==> src/pipe_cfg_pkg.sv <==
// Constants and types for the second pipe's configuration and counters.
// Assumes byte addressing on the MMIO port and 32-bit register words.
package pipe_cfg_pkg;

    ////////////////////////////////////////////////////////////////////////
    // Register byte offsets
    localparam int ADDR_W = 20;
    localparam logic [ADDR_W-1:0] CONF_OFS = 20'h71008;
    localparam logic [ADDR_W-1:0] FRAME_CNT_OFS = 20'h71040;
    localparam logic [ADDR_W-1:0] FLIP_CNT_OFS = 20'h71044;
    localparam logic [ADDR_W-1:0] FRAME_TIME_OFS = 20'h71048;
    localparam logic [ADDR_W-1:0] FLIP_TIME_OFS = 20'h7104C;

    ////////////////////////////////////////////////////////////////////////
    // Configuration field positions
    localparam int PS_BIT = 20;
    localparam int MSA_LO = 18;
    localparam int ASSOC_LO = 16;
    localparam int ROT_LO = 14;
    localparam int RANGE_BIT = 13;
    localparam int SPACE_LO = 11;
    localparam int BPC_LO = 5;
    localparam int DITH_BIT = 4;
    localparam int DTYPE_LO = 2;

    // Bits this block stores; all others read as zero
    localparam logic [31:0] CONF_WMASK = 32'h001FF8FC;
    localparam logic [31:0] CONF_RESET = 32'h00000000;
    localparam logic [31:0] COUNT_RESET = 32'h00000000;

    ////////////////////////////////////////////////////////////////////////
    // Enumerations
    typedef enum logic [1:0] {
        ASSOC_NONE = 2'b00,
        ASSOC_PTP = 2'b01,
        ASSOC_PTI = 2'b10,
        ASSOC_RSVD = 2'b11
    } assoc_t;

    typedef enum logic [1:0] {
        SPACE_RGB = 2'b00,
        SPACE_YUV601 = 2'b01,
        SPACE_YUV709 = 2'b10,
        SPACE_RSVD = 2'b11
    } space_t;

endpackage

==> src/pipe_cnt_if.sv <==
// Interface between the config bank and its counter/timestamp unit.
// Assumes both ends run on the one display clock.
`timescale 1ns/10ps
interface pipe_cnt_if;
    logic frame_evt;        // Start of vertical blank pulse
    logic flip_evt;         // Primary surface flip pulse
    logic [31:0] stamp;     // Running timestamp
    logic [31:0] frame_cnt; // Frames seen
    logic [31:0] flip_cnt;  // Flips seen
    logic [31:0] frame_time; // Stamp at last vblank
    logic [31:0] flip_time; // Stamp at last flip

    modport bank (output frame_evt, flip_evt, stamp,
                  input frame_cnt, flip_cnt, frame_time, flip_time);
    modport unit (input frame_evt, flip_evt, stamp,
                  output frame_cnt, flip_cnt, frame_time, flip_time);
endinterface

==> src/pipe_counters.sv <==
// Frame and flip counters with their captured timestamps.
// Assumes event pulses are one cycle wide and on the display clock.
`timescale 1ns/10ps
module pipe_counters
    import pipe_cfg_pkg::*;
(
    input wire logic clk,
    input wire logic nrst,
    pipe_cnt_if.unit cnt
);

    ////////////////////////////////////////////////////////////////////////
    logic [31:0] frame_cnt_q;
    logic [31:0] flip_cnt_q;
    logic [31:0] frame_time_q;
    logic [31:0] flip_time_q;

    // Counters wrap naturally at 32 bits; no write path exists at all
    always_ff @(posedge clk or negedge nrst) begin
        if (!nrst) begin
            frame_cnt_q <= COUNT_RESET;
            flip_cnt_q <= COUNT_RESET;
        end else begin
            if (cnt.frame_evt) begin
                frame_cnt_q <= frame_cnt_q + 32'h00000001;
            end
            if (cnt.flip_evt) begin
                flip_cnt_q <= flip_cnt_q + 32'h00000001;
            end
        end
    end

    // Stamps sampled on the event itself
    always_ff @(posedge clk or negedge nrst) begin
        if (!nrst) begin
            frame_time_q <= COUNT_RESET;
            flip_time_q <= COUNT_RESET;
        end else begin
            if (cnt.frame_evt) begin
                frame_time_q <= cnt.stamp;
            end
            if (cnt.flip_evt) begin
                flip_time_q <= cnt.stamp;
            end
        end
    end

    assign cnt.frame_cnt = frame_cnt_q;
    assign cnt.flip_cnt = flip_cnt_q;
    assign cnt.frame_time = frame_time_q;
    assign cnt.flip_time = flip_time_q;

endmodule

==> src/pipe_b_config.sv <==
// Second pipe configuration fields, rate-switch control and counters.
// Assumes all event inputs come from display logic on the same clock,
// and an MMIO port with one-cycle read and write strobes.
`timescale 1ns/10ps

// Summary of operation
// Power-save bit applies at next vblank
// Power-save acts only with association zero
// Power-save bit: 0 progressive, 1 saving
// Software gates clocks around power-save toggle
// Two bits pick MSA line one to four
// Refresh timing switches on MSA line
// Nonzero association needs interlace field zero
// No direct jump between association 01, 10
// Association zero: no rate change; 11 reserved
// Prog-to-prog: divider set two when low
// Prog-to-interlace: keep clock, halve M values
// Interlace by fitter if scaling, else fetch
// Rotation hint stored only, no hardware rotation
// Range bit: 0 full, 1 limited
// Colour space: RGB, YUV601, YUV709 to ports
// Depth codes give 8, 10, 6, 12 bits
// Depth change applies at next vblank
// Software enables dithering on depth mismatch
// Flip stamp captured on every surface flip
// Frame stamp captured at vblank start
// Read-only counters count frames and flips
module pipe_b_config
    import pipe_cfg_pkg::*;
#(
    parameter int M_W = 24
)(
    input wire logic clk,
    input wire logic nrst,
    input wire logic [ADDR_W-1:0] mmio_addr,
    input wire logic mmio_wr,
    input wire logic mmio_rd,
    input wire logic [31:0] mmio_wdata,
    output logic [31:0] mmio_rdata,
    output logic mmio_rvalid,
    input wire logic pipe_enabled,
    input wire logic vblank_start,
    input wire logic vblank_line_start,
    input wire logic [1:0] vblank_line_idx,
    input wire logic low_power_req,
    input wire logic scaling_en,
    input wire logic async_flip,
    input wire logic sync_flip,
    input wire logic surf_addr_wr,
    input wire logic [31:0] timestamp,
    input wire logic [M_W-1:0] data_m_in,
    input wire logic [M_W-1:0] link_m_in,
    output logic power_save_active,
    output logic msa_send,
    output logic rate_switch,
    output logic rate_low_active,
    output logic use_divider_set2,
    output logic [M_W-1:0] data_m_out,
    output logic [M_W-1:0] link_m_out,
    output logic fetch_interlaced,
    output logic fitter_interlace,
    output logic limited_range,
    output logic [1:0] color_space,
    output logic [3:0] bits_per_color,
    output logic dither_en,
    output logic [1:0] dither_type
);

    ////////////////////////////////////////////////////////////////////////
    // Helpers

    // Depth code to bit count; reserved codes fall back to 8
    function automatic logic [3:0] bpc_decode(input logic [2:0] code);
        unique case (code)
            3'h0: bpc_decode = 4'h8;
            3'h1: bpc_decode = 4'hA;
            3'h2: bpc_decode = 4'h6;
            3'h3: bpc_decode = 4'hC;
            default: bpc_decode = 4'h8;
        endcase
    endfunction

    ////////////////////////////////////////////////////////////////////////
    // Register state
    logic [31:0] conf_q;      // Written stage, used for readback
    logic [31:0] conf_d;
    logic [31:0] active_q;    // Stage that steers the pipe
    logic [31:0] active_d;
    logic rate_low_q;         // Low-power rate currently applied
    logic rate_low_d;
    logic msa_q;              // MSA line pulse
    logic switch_q;           // Rate switch pulse
    logic [M_W-1:0] data_m_q;
    logic [M_W-1:0] link_m_q;
    logic [31:0] rdata_q;
    logic rvalid_q;

    ////////////////////////////////////////////////////////////////////////
    // Address decode
    wire hit_conf = (mmio_addr == CONF_OFS);
    wire hit_frame_cnt = (mmio_addr == FRAME_CNT_OFS);
    wire hit_flip_cnt = (mmio_addr == FLIP_CNT_OFS);
    wire hit_frame_time = (mmio_addr == FRAME_TIME_OFS);
    wire hit_flip_time = (mmio_addr == FLIP_TIME_OFS);
    wire conf_wr = mmio_wr & hit_conf;

    // Only the stored fields take the write; counters ignore writes
    assign conf_d = conf_wr ? (mmio_wdata & CONF_WMASK) : conf_q;

    // Transfer at vblank start, or at once while the pipe is off
    wire update_pt = vblank_start | ~pipe_enabled;
    assign active_d = update_pt ? conf_d : active_q;

    ////////////////////////////////////////////////////////////////////////
    // Active field views
    wire act_ps = active_q[PS_BIT];
    wire [1:0] act_msa = active_q[MSA_LO +: 2];
    wire [1:0] act_assoc = active_q[ASSOC_LO +: 2];
    wire assoc_none = (act_assoc == ASSOC_NONE);
    wire assoc_ptp = (act_assoc == ASSOC_PTP);
    wire assoc_pti = (act_assoc == ASSOC_PTI);

    // MSA goes out on the chosen vblank line, 00 meaning the first
    wire msa_now = vblank_line_start & (vblank_line_idx == act_msa);

    // Rate state follows the request only on the MSA line in a dynamic
    // mode, and clears at once otherwise; reserved 11 behaves as none
    wire rate_mode = assoc_ptp | assoc_pti;
    assign rate_low_d = ~rate_mode ? 1'b0 :
                        msa_now ? low_power_req : rate_low_q;
    wire switch_now = msa_now & rate_mode & (low_power_req != rate_low_q);

    ////////////////////////////////////////////////////////////////////////
    // Configuration stages
    always_ff @(posedge clk or negedge nrst) begin
        if (!nrst) begin
            conf_q <= CONF_RESET;
            active_q <= CONF_RESET;
        end else begin
            conf_q <= conf_d;
            active_q <= active_d;
        end
    end

    // Rate-switch state and line pulses
    always_ff @(posedge clk or negedge nrst) begin
        if (!nrst) begin
            rate_low_q <= 1'b0;
            msa_q <= 1'b0;
            switch_q <= 1'b0;
        end else begin
            rate_low_q <= rate_low_d;
            msa_q <= msa_now;
            switch_q <= switch_now;
        end
    end

    ////////////////////////////////////////////////////////////////////////
    // Divider values; halving keeps the pixel clock as it is
    wire pti_low = assoc_pti & rate_low_q;
    wire [M_W-1:0] data_m_sel = pti_low ? (data_m_in >> 1) : data_m_in;
    wire [M_W-1:0] link_m_sel = pti_low ? (link_m_in >> 1) : link_m_in;

    // Registered so the ports see one stable value per cycle
    always_ff @(posedge clk or negedge nrst) begin
        if (!nrst) begin
            data_m_q <= '0;
            link_m_q <= '0;
        end else begin
            data_m_q <= data_m_sel;
            link_m_q <= link_m_sel;
        end
    end

    ////////////////////////////////////////////////////////////////////////
    // Counter unit
    pipe_cnt_if cnt_bus ();

    assign cnt_bus.frame_evt = vblank_start;
    assign cnt_bus.flip_evt = async_flip | sync_flip | surf_addr_wr;
    assign cnt_bus.stamp = timestamp;

    pipe_counters u_counters (
        .clk(clk),
        .nrst(nrst),
        .cnt(cnt_bus)
    );

    ////////////////////////////////////////////////////////////////////////
    // Read mux; unmapped addresses read zero
    wire [31:0] rd_mux = hit_conf ? conf_q :
                         hit_frame_cnt ? cnt_bus.frame_cnt :
                         hit_flip_cnt ? cnt_bus.flip_cnt :
                         hit_frame_time ? cnt_bus.frame_time :
                         hit_flip_time ? cnt_bus.flip_time : 32'h00000000;

    // Read data held until the next read
    always_ff @(posedge clk or negedge nrst) begin
        if (!nrst) begin
            rdata_q <= 32'h00000000;
            rvalid_q <= 1'b0;
        end else begin
            rvalid_q <= mmio_rd;
            if (mmio_rd) begin
                rdata_q <= rd_mux;
            end
        end
    end

    ////////////////////////////////////////////////////////////////////////
    // Outputs
    assign mmio_rdata = rdata_q;
    assign mmio_rvalid = rvalid_q;

    // Saving mode counts only with association zero; 1 means saving
    assign power_save_active = act_ps & assoc_none;
    assign msa_send = msa_q;
    assign rate_switch = switch_q;
    assign rate_low_active = rate_low_q;

    // Second divider set only for the low-power side of prog-to-prog
    assign use_divider_set2 = assoc_ptp & rate_low_q;
    assign data_m_out = data_m_q;
    assign link_m_out = link_m_q;

    // Interlace source depends on whether the fitter is scaling
    assign fitter_interlace = pti_low & scaling_en;
    assign fetch_interlaced = pti_low & ~scaling_en;

    // Rotation bits are read back only; nothing here rotates, see
    assign limited_range = active_q[RANGE_BIT];

    // Reserved colour space code is sent as RGB
    assign color_space = (active_q[SPACE_LO +: 2] == SPACE_RSVD) ?
                         SPACE_RGB : active_q[SPACE_LO +: 2];
    assign bits_per_color = bpc_decode(active_q[BPC_LO +: 3]);
    assign dither_en = active_q[DITH_BIT];
    assign dither_type = active_q[DTYPE_LO +: 2];

endmodule

==> config.mk <==
export PLATFORM = sky130hd
export DESIGN_NAME = pipe_b_config
export DESIGN_NICKNAME = d
export VERILOG_FILES = /design/src/pipe_cfg_pkg.sv /design/src/pipe_cnt_if.sv /design/src/pipe_counters.sv /design/src/pipe_b_config.sv
export SDC_FILE = /design/constraint.sdc
export NUM_CORES = 1
export LEC_CHECK = 0
export BUFFER_PORTS_ARGS = -buffer_cell sky130_fd_sc_hd__buf_2
export CORE_MARGIN = 2
export CORE_UTILIZATION = 25
export DETAILED_ROUTE_END_ITERATION = 12
export SYNTH_ARGS = -nofsm -noshare
export SYNTH_HDL_FRONTEND = slang
export SYNTH_SLANG_ARGS = --single-unit
==> constraint.sdc <==
create_clock -name clk -period 6.4 [get_ports clk]
set_clock_uncertainty 0.2 [all_clocks]
set_input_delay 0.64 -clock clk [delete_from_list [all_inputs] [get_ports clk]]
set_output_delay 0.64 -clock clk [all_outputs]
set_load 0.005 [all_outputs]
==> out/results.md, run 1 <==
| Quantity | This run | Unit |
|---|---|---|
| Status | finished with violations | - |
| Violations in the final reports | hold timing | - |
| Type of the worst setup path | reg -> out | - |
| Vertical extent of the die | 211 | um |
| Detailed-route wire length on metal 1 | 12.2 | mm |
| Clock sink count | 247 | - |
| Required time at the worst-slack endpoint | 5560 | ps |
| Area of the core | 42800 | um2 |
| Max Root-Sink Buffers | 3 | - |
| Vias in the first global route | 7770 | - |
| Pin count of the biggest net entering global routing | 124 | - |
| Synth-to-Final Area Change | 25.1 | % |
| Most used DFF post-synth | sky130_fd_sc_hd__dfrtp_1 | - |
| Number of setup violations in the final report | 0 | - |
| Total CTS buffers | 27 | - |
| I/O Pins | 244 | - |
| Achievable frequency | 326 | MHz |
| Seq/Total Area, Yosys | 57.4 | % |
| Leak | 6.57 | nW |
| Hold Path Class | in -> async | - |
| Highest net fanout along the worst path | 49 | - |
| Total detailed-routing wirelength | 27.7 | mm |
| Mapped cell area | 10800 | um2 |
| Number of iterations in the first detailed-routing pass | 4 | - |
| Routed wire length on met3 | 2.12 | mm |
| EDFF count, synth | 0 | - |
| Starting utilization of the core area | 25.1 | % |
| CTS tree | done | - |
| Number of instances in the synthesized netlist | 936 | - |
| Number of cells on the worst reg-to-reg path | 5 | - |
| Cell type with the highest aggregate area in the netlist | sky130_fd_sc_hd__dfrtp_1 | - |
| Total die area | 44700 | um2 |
| Shortest clock period the worst path allows after layout | 3070 | ps |
| Share of synthesized registers carrying an async set or reset | 100 | % |
| Root buffer cell | sky130_fd_sc_hd__clkbuf_16 | - |
| Final cell area excluding filler cells | 13500 | um2 |
| Type of origin of the critical path | register | - |
| Synthesized net count | 1087 | - |
| Count of different cell masters after synthesis | 43 | - |
| Wire length of the first global-routing pass | 43.4 | mm |
| Via density per instance | 4.38 | - |
| Share of cells above drive strength 1 | 34.4 | % |
| Max rail drop VDD | 0.000183 | V |
| Endpoint of the worst register-to-register path | u_counters.cnt.frame_cnt[31]$_DFFE_PN0P_ | - |
| Pre-CTS setup slack | 2740 | ps |
| Setup repair after global routing missed its margin | false | - |
| Initial antenna violation count | 14 | - |
| Setup ws final | 3330 | ps |
| Drt initial violations | 405 | - |
| Routed length per placed instance | 16.1 | um |
| Yosys warnings | 0 | - |
| Number of port buffers | 226 | - |
| Std cell rows | 76 | - |
| Maxcap violations | 0 | - |
| Vias after detailed routing | 7562 | - |
| Deepest level of the CTS H-tree | 1 | - |
| Width of the die | 211 | um |
| Critical R2R Launch | u_counters.cnt.frame_cnt[4]$_DFFE_PN0P_ | - |
| CTS hold repair buffers | 0 | - |
| GRT Total Usage | 12.3 | % |
| GRT Residual Overflow | 0 | - |
| Cell types occupying the most area after synthesis | sky130_fd_sc_hd__dfrtp_1, sky130_fd_sc_hd__mux2_2, sky130_fd_sc_hd__nand2_1 | - |
| Final critical-path share of the clock period | 47.9 | % |
| Total Nets Final | 1306 | - |
| Core Util, Final | 31.5 | % |
| Slew margin rel. | 29.4 | % |
| Placed cell areas | 12500 | um2 |
| Post_cts resized | 0 | - |
| Overall Power | 3.76 | mW |
| Worst setup path start | active_q[16]$_DFFE_PN0P_ | - |
| Detail Placement HPWL | 19.6 | mm |
| Setup Total Neg Slack | 0 | ps |
| Hold violation count in the final report | 20 | - |
| Synth Register Bits | 247 | - |
| Kind of end point of the critical path | primary output | - |
| Arrival time at the worst endpoint | 2230 | ps |
| Max-slew violation count | 0 | - |
| Met2 Routed Length | 12.7 | mm |
| PwrDens | 280 | nW/um2 |
| Actual slew at the worst max-slew pin | 1060 | ps |
| Antenna Violating Nets Remaining | 0 | - |
| Post-Route Hold Slack | -28.0 | ps |
| Share of the synthesized area in the top cell type | 57.4 | % |
| Post-Synthesis Mean Instance Area | 11.5 | um2 |
| Routability congestion estimate | 0.740 | - |
| Register-to-Register Setup Slack | 3940 | ps |
| Count of buffers added by post-CTS timing repair for setup | 0 | - |
| Max Used Layer | met5 | - |
| Clk Latency, worst-skew pair | 550 | ps |
| DR DRC count | 0 | - |
| Reg clk slew, reported paths | 60 | ps |
[cell usage in the layout (no fill, tap or decap), types with 5 or more instances in the layout]
cell,n
sky130_fd_sc_hd__nand4_1,24
sky130_fd_sc_hd__clkinv_2,5
sky130_fd_sc_hd__nor2b_1,26
sky130_fd_sc_hd__o31ai_1,21
sky130_fd_sc_hd__nand2_1,154
sky130_fd_sc_hd__o21ai_0,32
sky130_fd_sc_hd__bufinv_16,5
sky130_fd_sc_hd__ha_1,5
sky130_fd_sc_hd__buf_4,12
sky130_fd_sc_hd__nor2_1,53
sky130_fd_sc_hd__xor2_1,17
sky130_fd_sc_hd__clkbuf_16,27
sky130_fd_sc_hd__xnor2_1,49
sky130_fd_sc_hd__and3_1,6
sky130_fd_sc_hd__nand2b_1,5
sky130_fd_sc_hd__buf_2,225
sky130_fd_sc_hd__nor3_1,5
sky130_fd_sc_hd__mux2i_1,32
sky130_fd_sc_hd__nand3_1,17
sky130_fd_sc_hd__o32ai_1,11
sky130_fd_sc_hd__mux2_2,96
sky130_fd_sc_hd__inv_1,21
sky130_fd_sc_hd__dfrtp_1,247
sky130_fd_sc_hd__a21oi_1,21
sky130_fd_sc_hd__and2_1,10
sky130_fd_sc_hd__mux2_4,13
[critical path, stage by stage (launching register included)]
cell	delay (ps)
sky130_fd_sc_hd__dfrtp_1	380
sky130_fd_sc_hd__inv_1	70
sky130_fd_sc_hd__ha_1	220
sky130_fd_sc_hd__nand2_2	770
sky130_fd_sc_hd__nor2_1	80
sky130_fd_sc_hd__buf_2	170
[power breakdown]
part	leakage [nW]	internal, mW	switching [mW]	total, mW
Clock	0.468	1.02	0.663	1.68
Sequential	3.13	1.66	0.0918	1.75
Combinational	2.97	0.155	0.176	0.331
Total	6.57	2.83	0.931	3.76
[worst max path at each step]
stage                               end  slack (ps)  cells after the start
2_1_floorplan  active_q[17]$_DFFE_PN0P_        3710                      6
3_3_place_gp   active_q[19]$_DFFE_PN0P_        2790                      6
3_5_place_dp   active_q[13]$_DFFE_PN0P_        2740                      6
4_1_cts                fetch_interlaced        3280                      5
5_1_grt                fetch_interlaced        3140                      5
6_report               fetch_interlaced        3330                      5
[through the flow]
stage / hold WS, ps / std cells
after floorplan: 144 / 936
after global placement: 249 / 1672
after detailed placement: 256 / 1672
after CTS: 27.5 / 1722
after global routing: 55.6 / 1723
final: -28.0 / 1726
[cell families after synthesis]
| kind of cell | share of synthesized area (%) |
|---|---|
| and+or+nand+nor | 14.2 |
| DFF | 57.4 |
| muxes | 14.8 |
| AOI/OAI and AO/OA | 4.90 |
| buffers and inverters | 2.64 |
| xor gates and xnor gates | 5.37 |
| adders and majority gates | 0.581 |
| other | 0.0349 |
[state kept, by name, indices dropped and copies added (netlist names), named ones only]
name	flops
mmio_rdata	32
u_counters.cnt.flip_cnt	32
u_counters.cnt.flip_time	32
u_counters.cnt.frame_cnt	32
u_counters.cnt.frame_time	32
data_m_out	24
link_m_out	24
conf_q	19
active_q	14
mmio_rvalid	1
msa_send	1
rate_low_active	1
rate_switch	1
[synthesized netlist by cell type, types with 2 or more instances]
cell type                    n
sky130_fd_sc_hd__nand4_1    24
sky130_fd_sc_hd__and4_1      4
sky130_fd_sc_hd__nor2b_1    26
sky130_fd_sc_hd__xnor2_1    49
sky130_fd_sc_hd__mux2i_1    32
sky130_fd_sc_hd__nor3_1      5
sky130_fd_sc_hd__mux2_2     96
sky130_fd_sc_hd__xor2_1     17
sky130_fd_sc_hd__or4_1       2
sky130_fd_sc_hd__o21ai_0    32
sky130_fd_sc_hd__and2_1     10
sky130_fd_sc_hd__buf_4       4
sky130_fd_sc_hd__dfrtp_1   247
sky130_fd_sc_hd__nor2_1     53
sky130_fd_sc_hd__buf_1       6
sky130_fd_sc_hd__and3_1      6
sky130_fd_sc_hd__o32ai_1    11
sky130_fd_sc_hd__inv_1      21
sky130_fd_sc_hd__nand2b_1    5
sky130_fd_sc_hd__nand2_1   155
sky130_fd_sc_hd__nand3_1    17
sky130_fd_sc_hd__nor4_1      2
sky130_fd_sc_hd__a21oi_1    21
sky130_fd_sc_hd__o31ai_1    21
sky130_fd_sc_hd__mux2_4     13
sky130_fd_sc_hd__clkbuf_1   35
sky130_fd_sc_hd__ha_1        5
sky130_fd_sc_hd__nor4b_1     2
[area by class of cell]
| cell class | count | area (um2) |
|---|---|---|
| Clock inverter | 19 | 249 |
| Fill cell | 4378 | 29300 |
| Timing Repair Buffer | 238 | 1230 |
| Sequential cell | 247 | 6180 |
| Tap cell | 546 | 683 |
| Antenna cell | 4 | 10.0 |
| Clock buffer | 31 | 721 |
| Inverter | 21 | 78.8 |
| Multi-Input combinational cell | 620 | 4300 |
[per-layer routing]
metal,vias to the layer above,GRT usage [%]
li1,3631,-
met1,3668,15.7
met2,184,19.8
met3,59,4.15
met4,20,3.62
met5,-,0
(Power assumes the default switching activity.)
==> run 2, diff against run 1 <==
--- a/config.mk
+++ b/config.mk
@@ -5,6 +5,7 @@
 export SDC_FILE = /design/constraint.sdc
 export NUM_CORES = 1
 export LEC_CHECK = 0
+export ABC_AREA = 1
 export BUFFER_PORTS_ARGS = -buffer_cell sky130_fd_sc_hd__buf_2
 export CORE_MARGIN = 2
 export CORE_UTILIZATION = 25
==> constraint.sdc (replaced) <==
create_clock -name clk -period 2.7 [get_ports clk]
set_clock_uncertainty 0.2 [all_clocks]
set_input_delay 0.27 -clock clk [delete_from_list [all_inputs] [get_ports clk]]
set_output_delay 0.27 -clock clk [all_outputs]
set_load 0.005 [all_outputs]
==> run 2 against run 1 <==
  * The run now ends clean
  * Register-to-register slack lost 3700 ps
  * Worst hold slack gained 36 ps
  * Synthesized cell count grew 52%
  * First-iteration DRC count grew 89%
  * Cell count grew 38%
  * Critical endpoint is now link_m_out[1]$_DFF_PN0_
  * Largest cell class unchanged
==> out/results.md, run 2 <==
| Quantity | This run | Unit | Change |
|---|---|---|---|
| Fraction of power consumed by combinational cells | 11.3 | % | +2.5 points |
| Clk pwr share | 43.6 | % | -1.0 points |
| Number of setup violations in the final report | 0 | - | unchanged |
| Maxcap violations | 0 | - | unchanged |
| Number of iterations in the first detailed-routing pass | 5 | - | +1 |
| Std cell rows | 79 | - | +3.9% |
| Most used DFF post-synth | sky130_fd_sc_hd__dfrtp_1 | - |  |
| Pin count of the biggest net entering global routing | 63 | - | -49% |
| DR DRC count | 0 | - | unchanged |
| Commonest cells after routing, fill and taps aside | sky130_fd_sc_hd__nand2_1, sky130_fd_sc_hd__dfrtp_1, sky130_fd_sc_hd__buf_2 | - |  |
| Starting utilization of the core area | 25.3 | % | +0.18 points |
| Switching Fraction | 26.3 | % | +1.6 points |
| Type of the worst setup path | reg -> reg | - |  |
| Psw | 2.44 | mW | +160% |
| Vertical extent of the die | 221 | um | +4.6% |
| Reg area | 6180 | um2 | unchanged |
| Status | finished clean | - |  |
| Cell with the most instances after synthesis | sky130_fd_sc_hd__nand2_1 | - |  |
| Achievable frequency | 400 | MHz |  |
| Deepest level of the CTS H-tree | 1 | - | unchanged |
| Count of different cell masters after synthesis | 36 | - | -16% |
| Setup repair after global routing missed its margin | false | - |  |
| Overall Power | 9.27 | mW | +150% |
| Vias after detailed routing | 10700 | - | +41% |
| Kind of end point of the critical path | register | - |  |
| Highest net fanout along the worst path | 31 | - | -37% |
| Number of instances in the synthesized netlist | 1421 | - | +52% |
| Worst path max stage delay | 580 | ps | -190 ps |
| Type of origin of the critical path | register | - |  |
| Arrival time at the worst endpoint | 2750 | ps | +520 ps |
| Via density per instance | 4.47 | - | +2.1% |
| CTS tree | done | - |  |
| Cell at the slowest stage of the critical path | sky130_fd_sc_hd__dlygate4sd3_1 | - |  |
| Internal power contribution | 6.83 | mW | +140% |
| Shortest clock period the worst path allows after layout | 2500 | ps |  |
| Share of cells above drive strength 1 | 21.1 | % | -13 points |
| Drt initial violations | 766 | - | +89% |
| Final critical-path share of the clock period | 92.5 | % |  |
| Final cell area excluding filler cells | 15800 | um2 | +18% |
| Cell type with the highest aggregate area in the netlist | sky130_fd_sc_hd__dfrtp_1 | - |  |
| Leading cell types by count after synthesis | sky130_fd_sc_hd__nand2_1, sky130_fd_sc_hd__dfrtp_1, sky130_fd_sc_hd__nor2_1 | - |  |
| Area taken by multi-input logic gates | 4830 | um2 | +12% |
| Required time at the worst-slack endpoint | 2950 | ps | -2610 ps |
| Antenna Violating Nets Remaining | 0 | - | unchanged |
| Yosys warnings | 0 | - | unchanged |
| Initial antenna violation count | 1 | - | -13 |
| Total Nets Final | 1916 | - | +47% |
| Synth-to-Final Area Change | 34.3 | % |  |
| Max Root-Sink Buffers | 3 | - | unchanged |
| Count of placed standard cells in the final layout, fillers left out | 2390 | - | +38% |
| Post-Synthesis Mean Instance Area | 8.30 | um2 | -28% |
| Seq/Total Area, Yosys | 52.4 | % | -5.0 points |
| Share of the synthesized area in the top cell type | 52.4 | % | -5.0 points |
| Wire length of the first global-routing pass | 61.0 | mm | +40% |
| Total die area | 48900 | um2 | +9.4% |
| GRT Residual Overflow | 0 | - | unchanged |
| Cell types occupying the most area after synthesis | sky130_fd_sc_hd__dfrtp_1, sky130_fd_sc_hd__nand2_1, sky130_fd_sc_hd__nor2_1 | - |  |
| Leak | 8.07 | nW | +23% |
| Fraction of power consumed by sequential logic | 45.1 | % | -1.5 points |
| GRT Total Usage | 15.5 | % | +3.2 points |
| Actual slew at the worst max-slew pin | 710 | ps | -346 ps |
| Routability congestion estimate | 0.865 | - | +17% |
| Area of the core | 46600 | um2 | +8.8% |
| Share of synthesized registers carrying an async set or reset | 100 | % | unchanged |
| Reg clk slew, reported paths | 60 | ps | about the same |
| PwrDens | 585 | nW/um2 | +110% |
| Slew margin rel. | 52.2 | % | +23 points |
| Most common cell after layout, fill and taps aside | sky130_fd_sc_hd__nand2_1 | - |  |
| Root buffer cell | sky130_fd_sc_hd__clkbuf_16 | - |  |
| Clk Latency, worst-skew pair | 570 | ps | +20 ps |
| Detail Placement HPWL | 27.2 | mm | +39% |
| EDFF count, synth | 0 | - | unchanged |
| Vias in the first global route | 11300 | - | +45% |
| Chain of cells forming the critical path | inv_1 > ha_1 > nand2_1 > inv_4 > buf_4 > o21ai_0 > dlygate4sd3_1 | - |  |
| Number of port buffers | 226 | - | unchanged |
| I/O Pins | 244 | - | unchanged |
| Max rail drop VDD | 0.000441 | V | +140% |
| Post-Place Cells | 2220 | - | +33% |
| Clock sink count | 247 | - | unchanged |
| Max-slew violation count | 0 | - | unchanged |
| Setup Total Neg Slack | 0 | ps | unchanged |
| Width of the die | 221 | um | +4.6% |
| Hold violation count in the final report | 0 | - | -100% |
| Mapped cell area | 11800 | um2 | +9.6% |
| Synthesized net count | 1572 | - | +45% |
| Routed length per placed instance | 15.9 | um | -0.86% |
| Count of buffers added by post-CTS timing repair for setup | 0 | - | unchanged |
| Hold Path Class | in -> reg | - |  |
| Total CTS buffers | 29 | - | +7.4% |
| Placed cell areas | 13600 | um2 | +9.4% |
| Total detailed-routing wirelength | 38.1 | mm | +37% |
| Synth Register Bits | 247 | - | unchanged |
| Total inserted antenna cells | 0 | - | -4 |
| Number of filler instances in the final layout | 4715 | - | +7.7% |
[run 2: cell types whose count changed after synthesis, sizes merged, moves of 32 or more]
cell,previous run,this run
nand4,25,65
mux2,109,22
nand2,155,478
o21ai,32,107
xnor2,49,9
nand3,17,54
mux2i,32,0
nor2,53,154
inv,21,131
[run 2: worst max-delay path: cells and delay by family (launching register included)]
kind / cells / cell delay, ps
AO/OA/AOI/OAI: 1 / 130
adder cells (fa/ha/maj): 1 / 160
buffers and inverters: 4 / 1250
flip-flops: 1 / 380
AND/OR/NAND/NOR: 1 / 250
[run 2: timing repair]
action | CTS | global route
gates resized for setup | 0 | 1
hold endpoints to repair | 416 | 0
setup endpoints to repair | 0 | 5
hold buffers | 121 | 0
[run 2: final cells by class]
type	instances	area share [%]
flip-flops and latches	247	39.0
inverters	132	3.15
clock buffers	40	5.22
repair buffers	374	16.4
well taps	607	4.80
multi-input cells	981	30.5
clock inverters	9	0.901
[run 2: stage by stage]
stage | hold slack [ps] | setup slack, ps | utilization, %
floorplan | -226 | 919 | -
global placement | 50.0 | 537 | 29.3
detailed placement | 53.2 | 531 | 29.3
CTS | 2.51 | 206 | 34.0
global route | 39.4 | 44.7 | 34.0
finish | 8.39 | 202 | 34.0
[run 2: worst paths after layout]
check                      slack [ps]  depth (start not counted)                                  endpoint                                     start
min in group asynchronous          30                          2                  link_m_out[14]$_DFF_PN0_                                      nrst
min reg2reg                       270                          2  u_counters.cnt.frame_time[8]$_DFFE_PN0P_  u_counters.cnt.frame_time[8]$_DFFE_PN0P_
min                                 8                          4    u_counters.cnt.flip_cnt[1]$_DFFE_PN0P_                              surf_addr_wr
max in group asynchronous        1520                          3   u_counters.cnt.frame_cnt[4]$_DFFE_PN0P_                                      nrst
max reg2reg                       200                          7                   link_m_out[1]$_DFF_PN0_                  active_q[16]$_DFFE_PN0P_
max                               200                          7                   link_m_out[1]$_DFF_PN0_                  active_q[16]$_DFFE_PN0P_
[run 2: kinds of logic (layout without fill, tap and decap cells)]
| kind of cell | after synthesis | in the layout | synth area share (%) |
|---|---|---|---|
| and+or+nand+nor | 783 | 783 | 29.0 |
| DFF | 247 | 247 | 52.4 |
| buffers and inverters | 193 | 555 | 6.63 |
| AOI/OAI and AO/OA | 114 | 114 | 5.08 |
| xor gates and xnor gates | 56 | 56 | 4.16 |
| muxes | 22 | 22 | 2.10 |
| adders and majority gates | 5 | 5 | 0.531 |
| other | 1 | 1 | 0.0318 |
[run 2: layer usage]
| layer | up-vias | global-route usage [%] | share of wire (%) |
|---|---|---|---|
| met4 | 2 | 4.55 | 3.0 |
| met1 | 5048 | 19.6 | 43 |
| li1 | 5188 | - | - |
| met3 | 73 | 3.76 | 7.5 |
| met2 | 383 | 26.1 | 46 |
| met5 | - | 0 | 0.037 |
[run 2: power groups by stage]
| stage | Clock (mW) | Sequential [mW] | Combinational [mW] |
|---|---|---|---|
| detailed placement | 0 | 4.24 | 0.905 |
| global placement | 0 | 4.22 | 0.876 |
| finish | 4.04 | 4.18 | 1.05 |
| CTS | 4.10 | 4.17 | 1.05 |
| floorplan | 0 | 4.19 | 0.522 |
| global route | 4.25 | 4.21 | 1.19 |
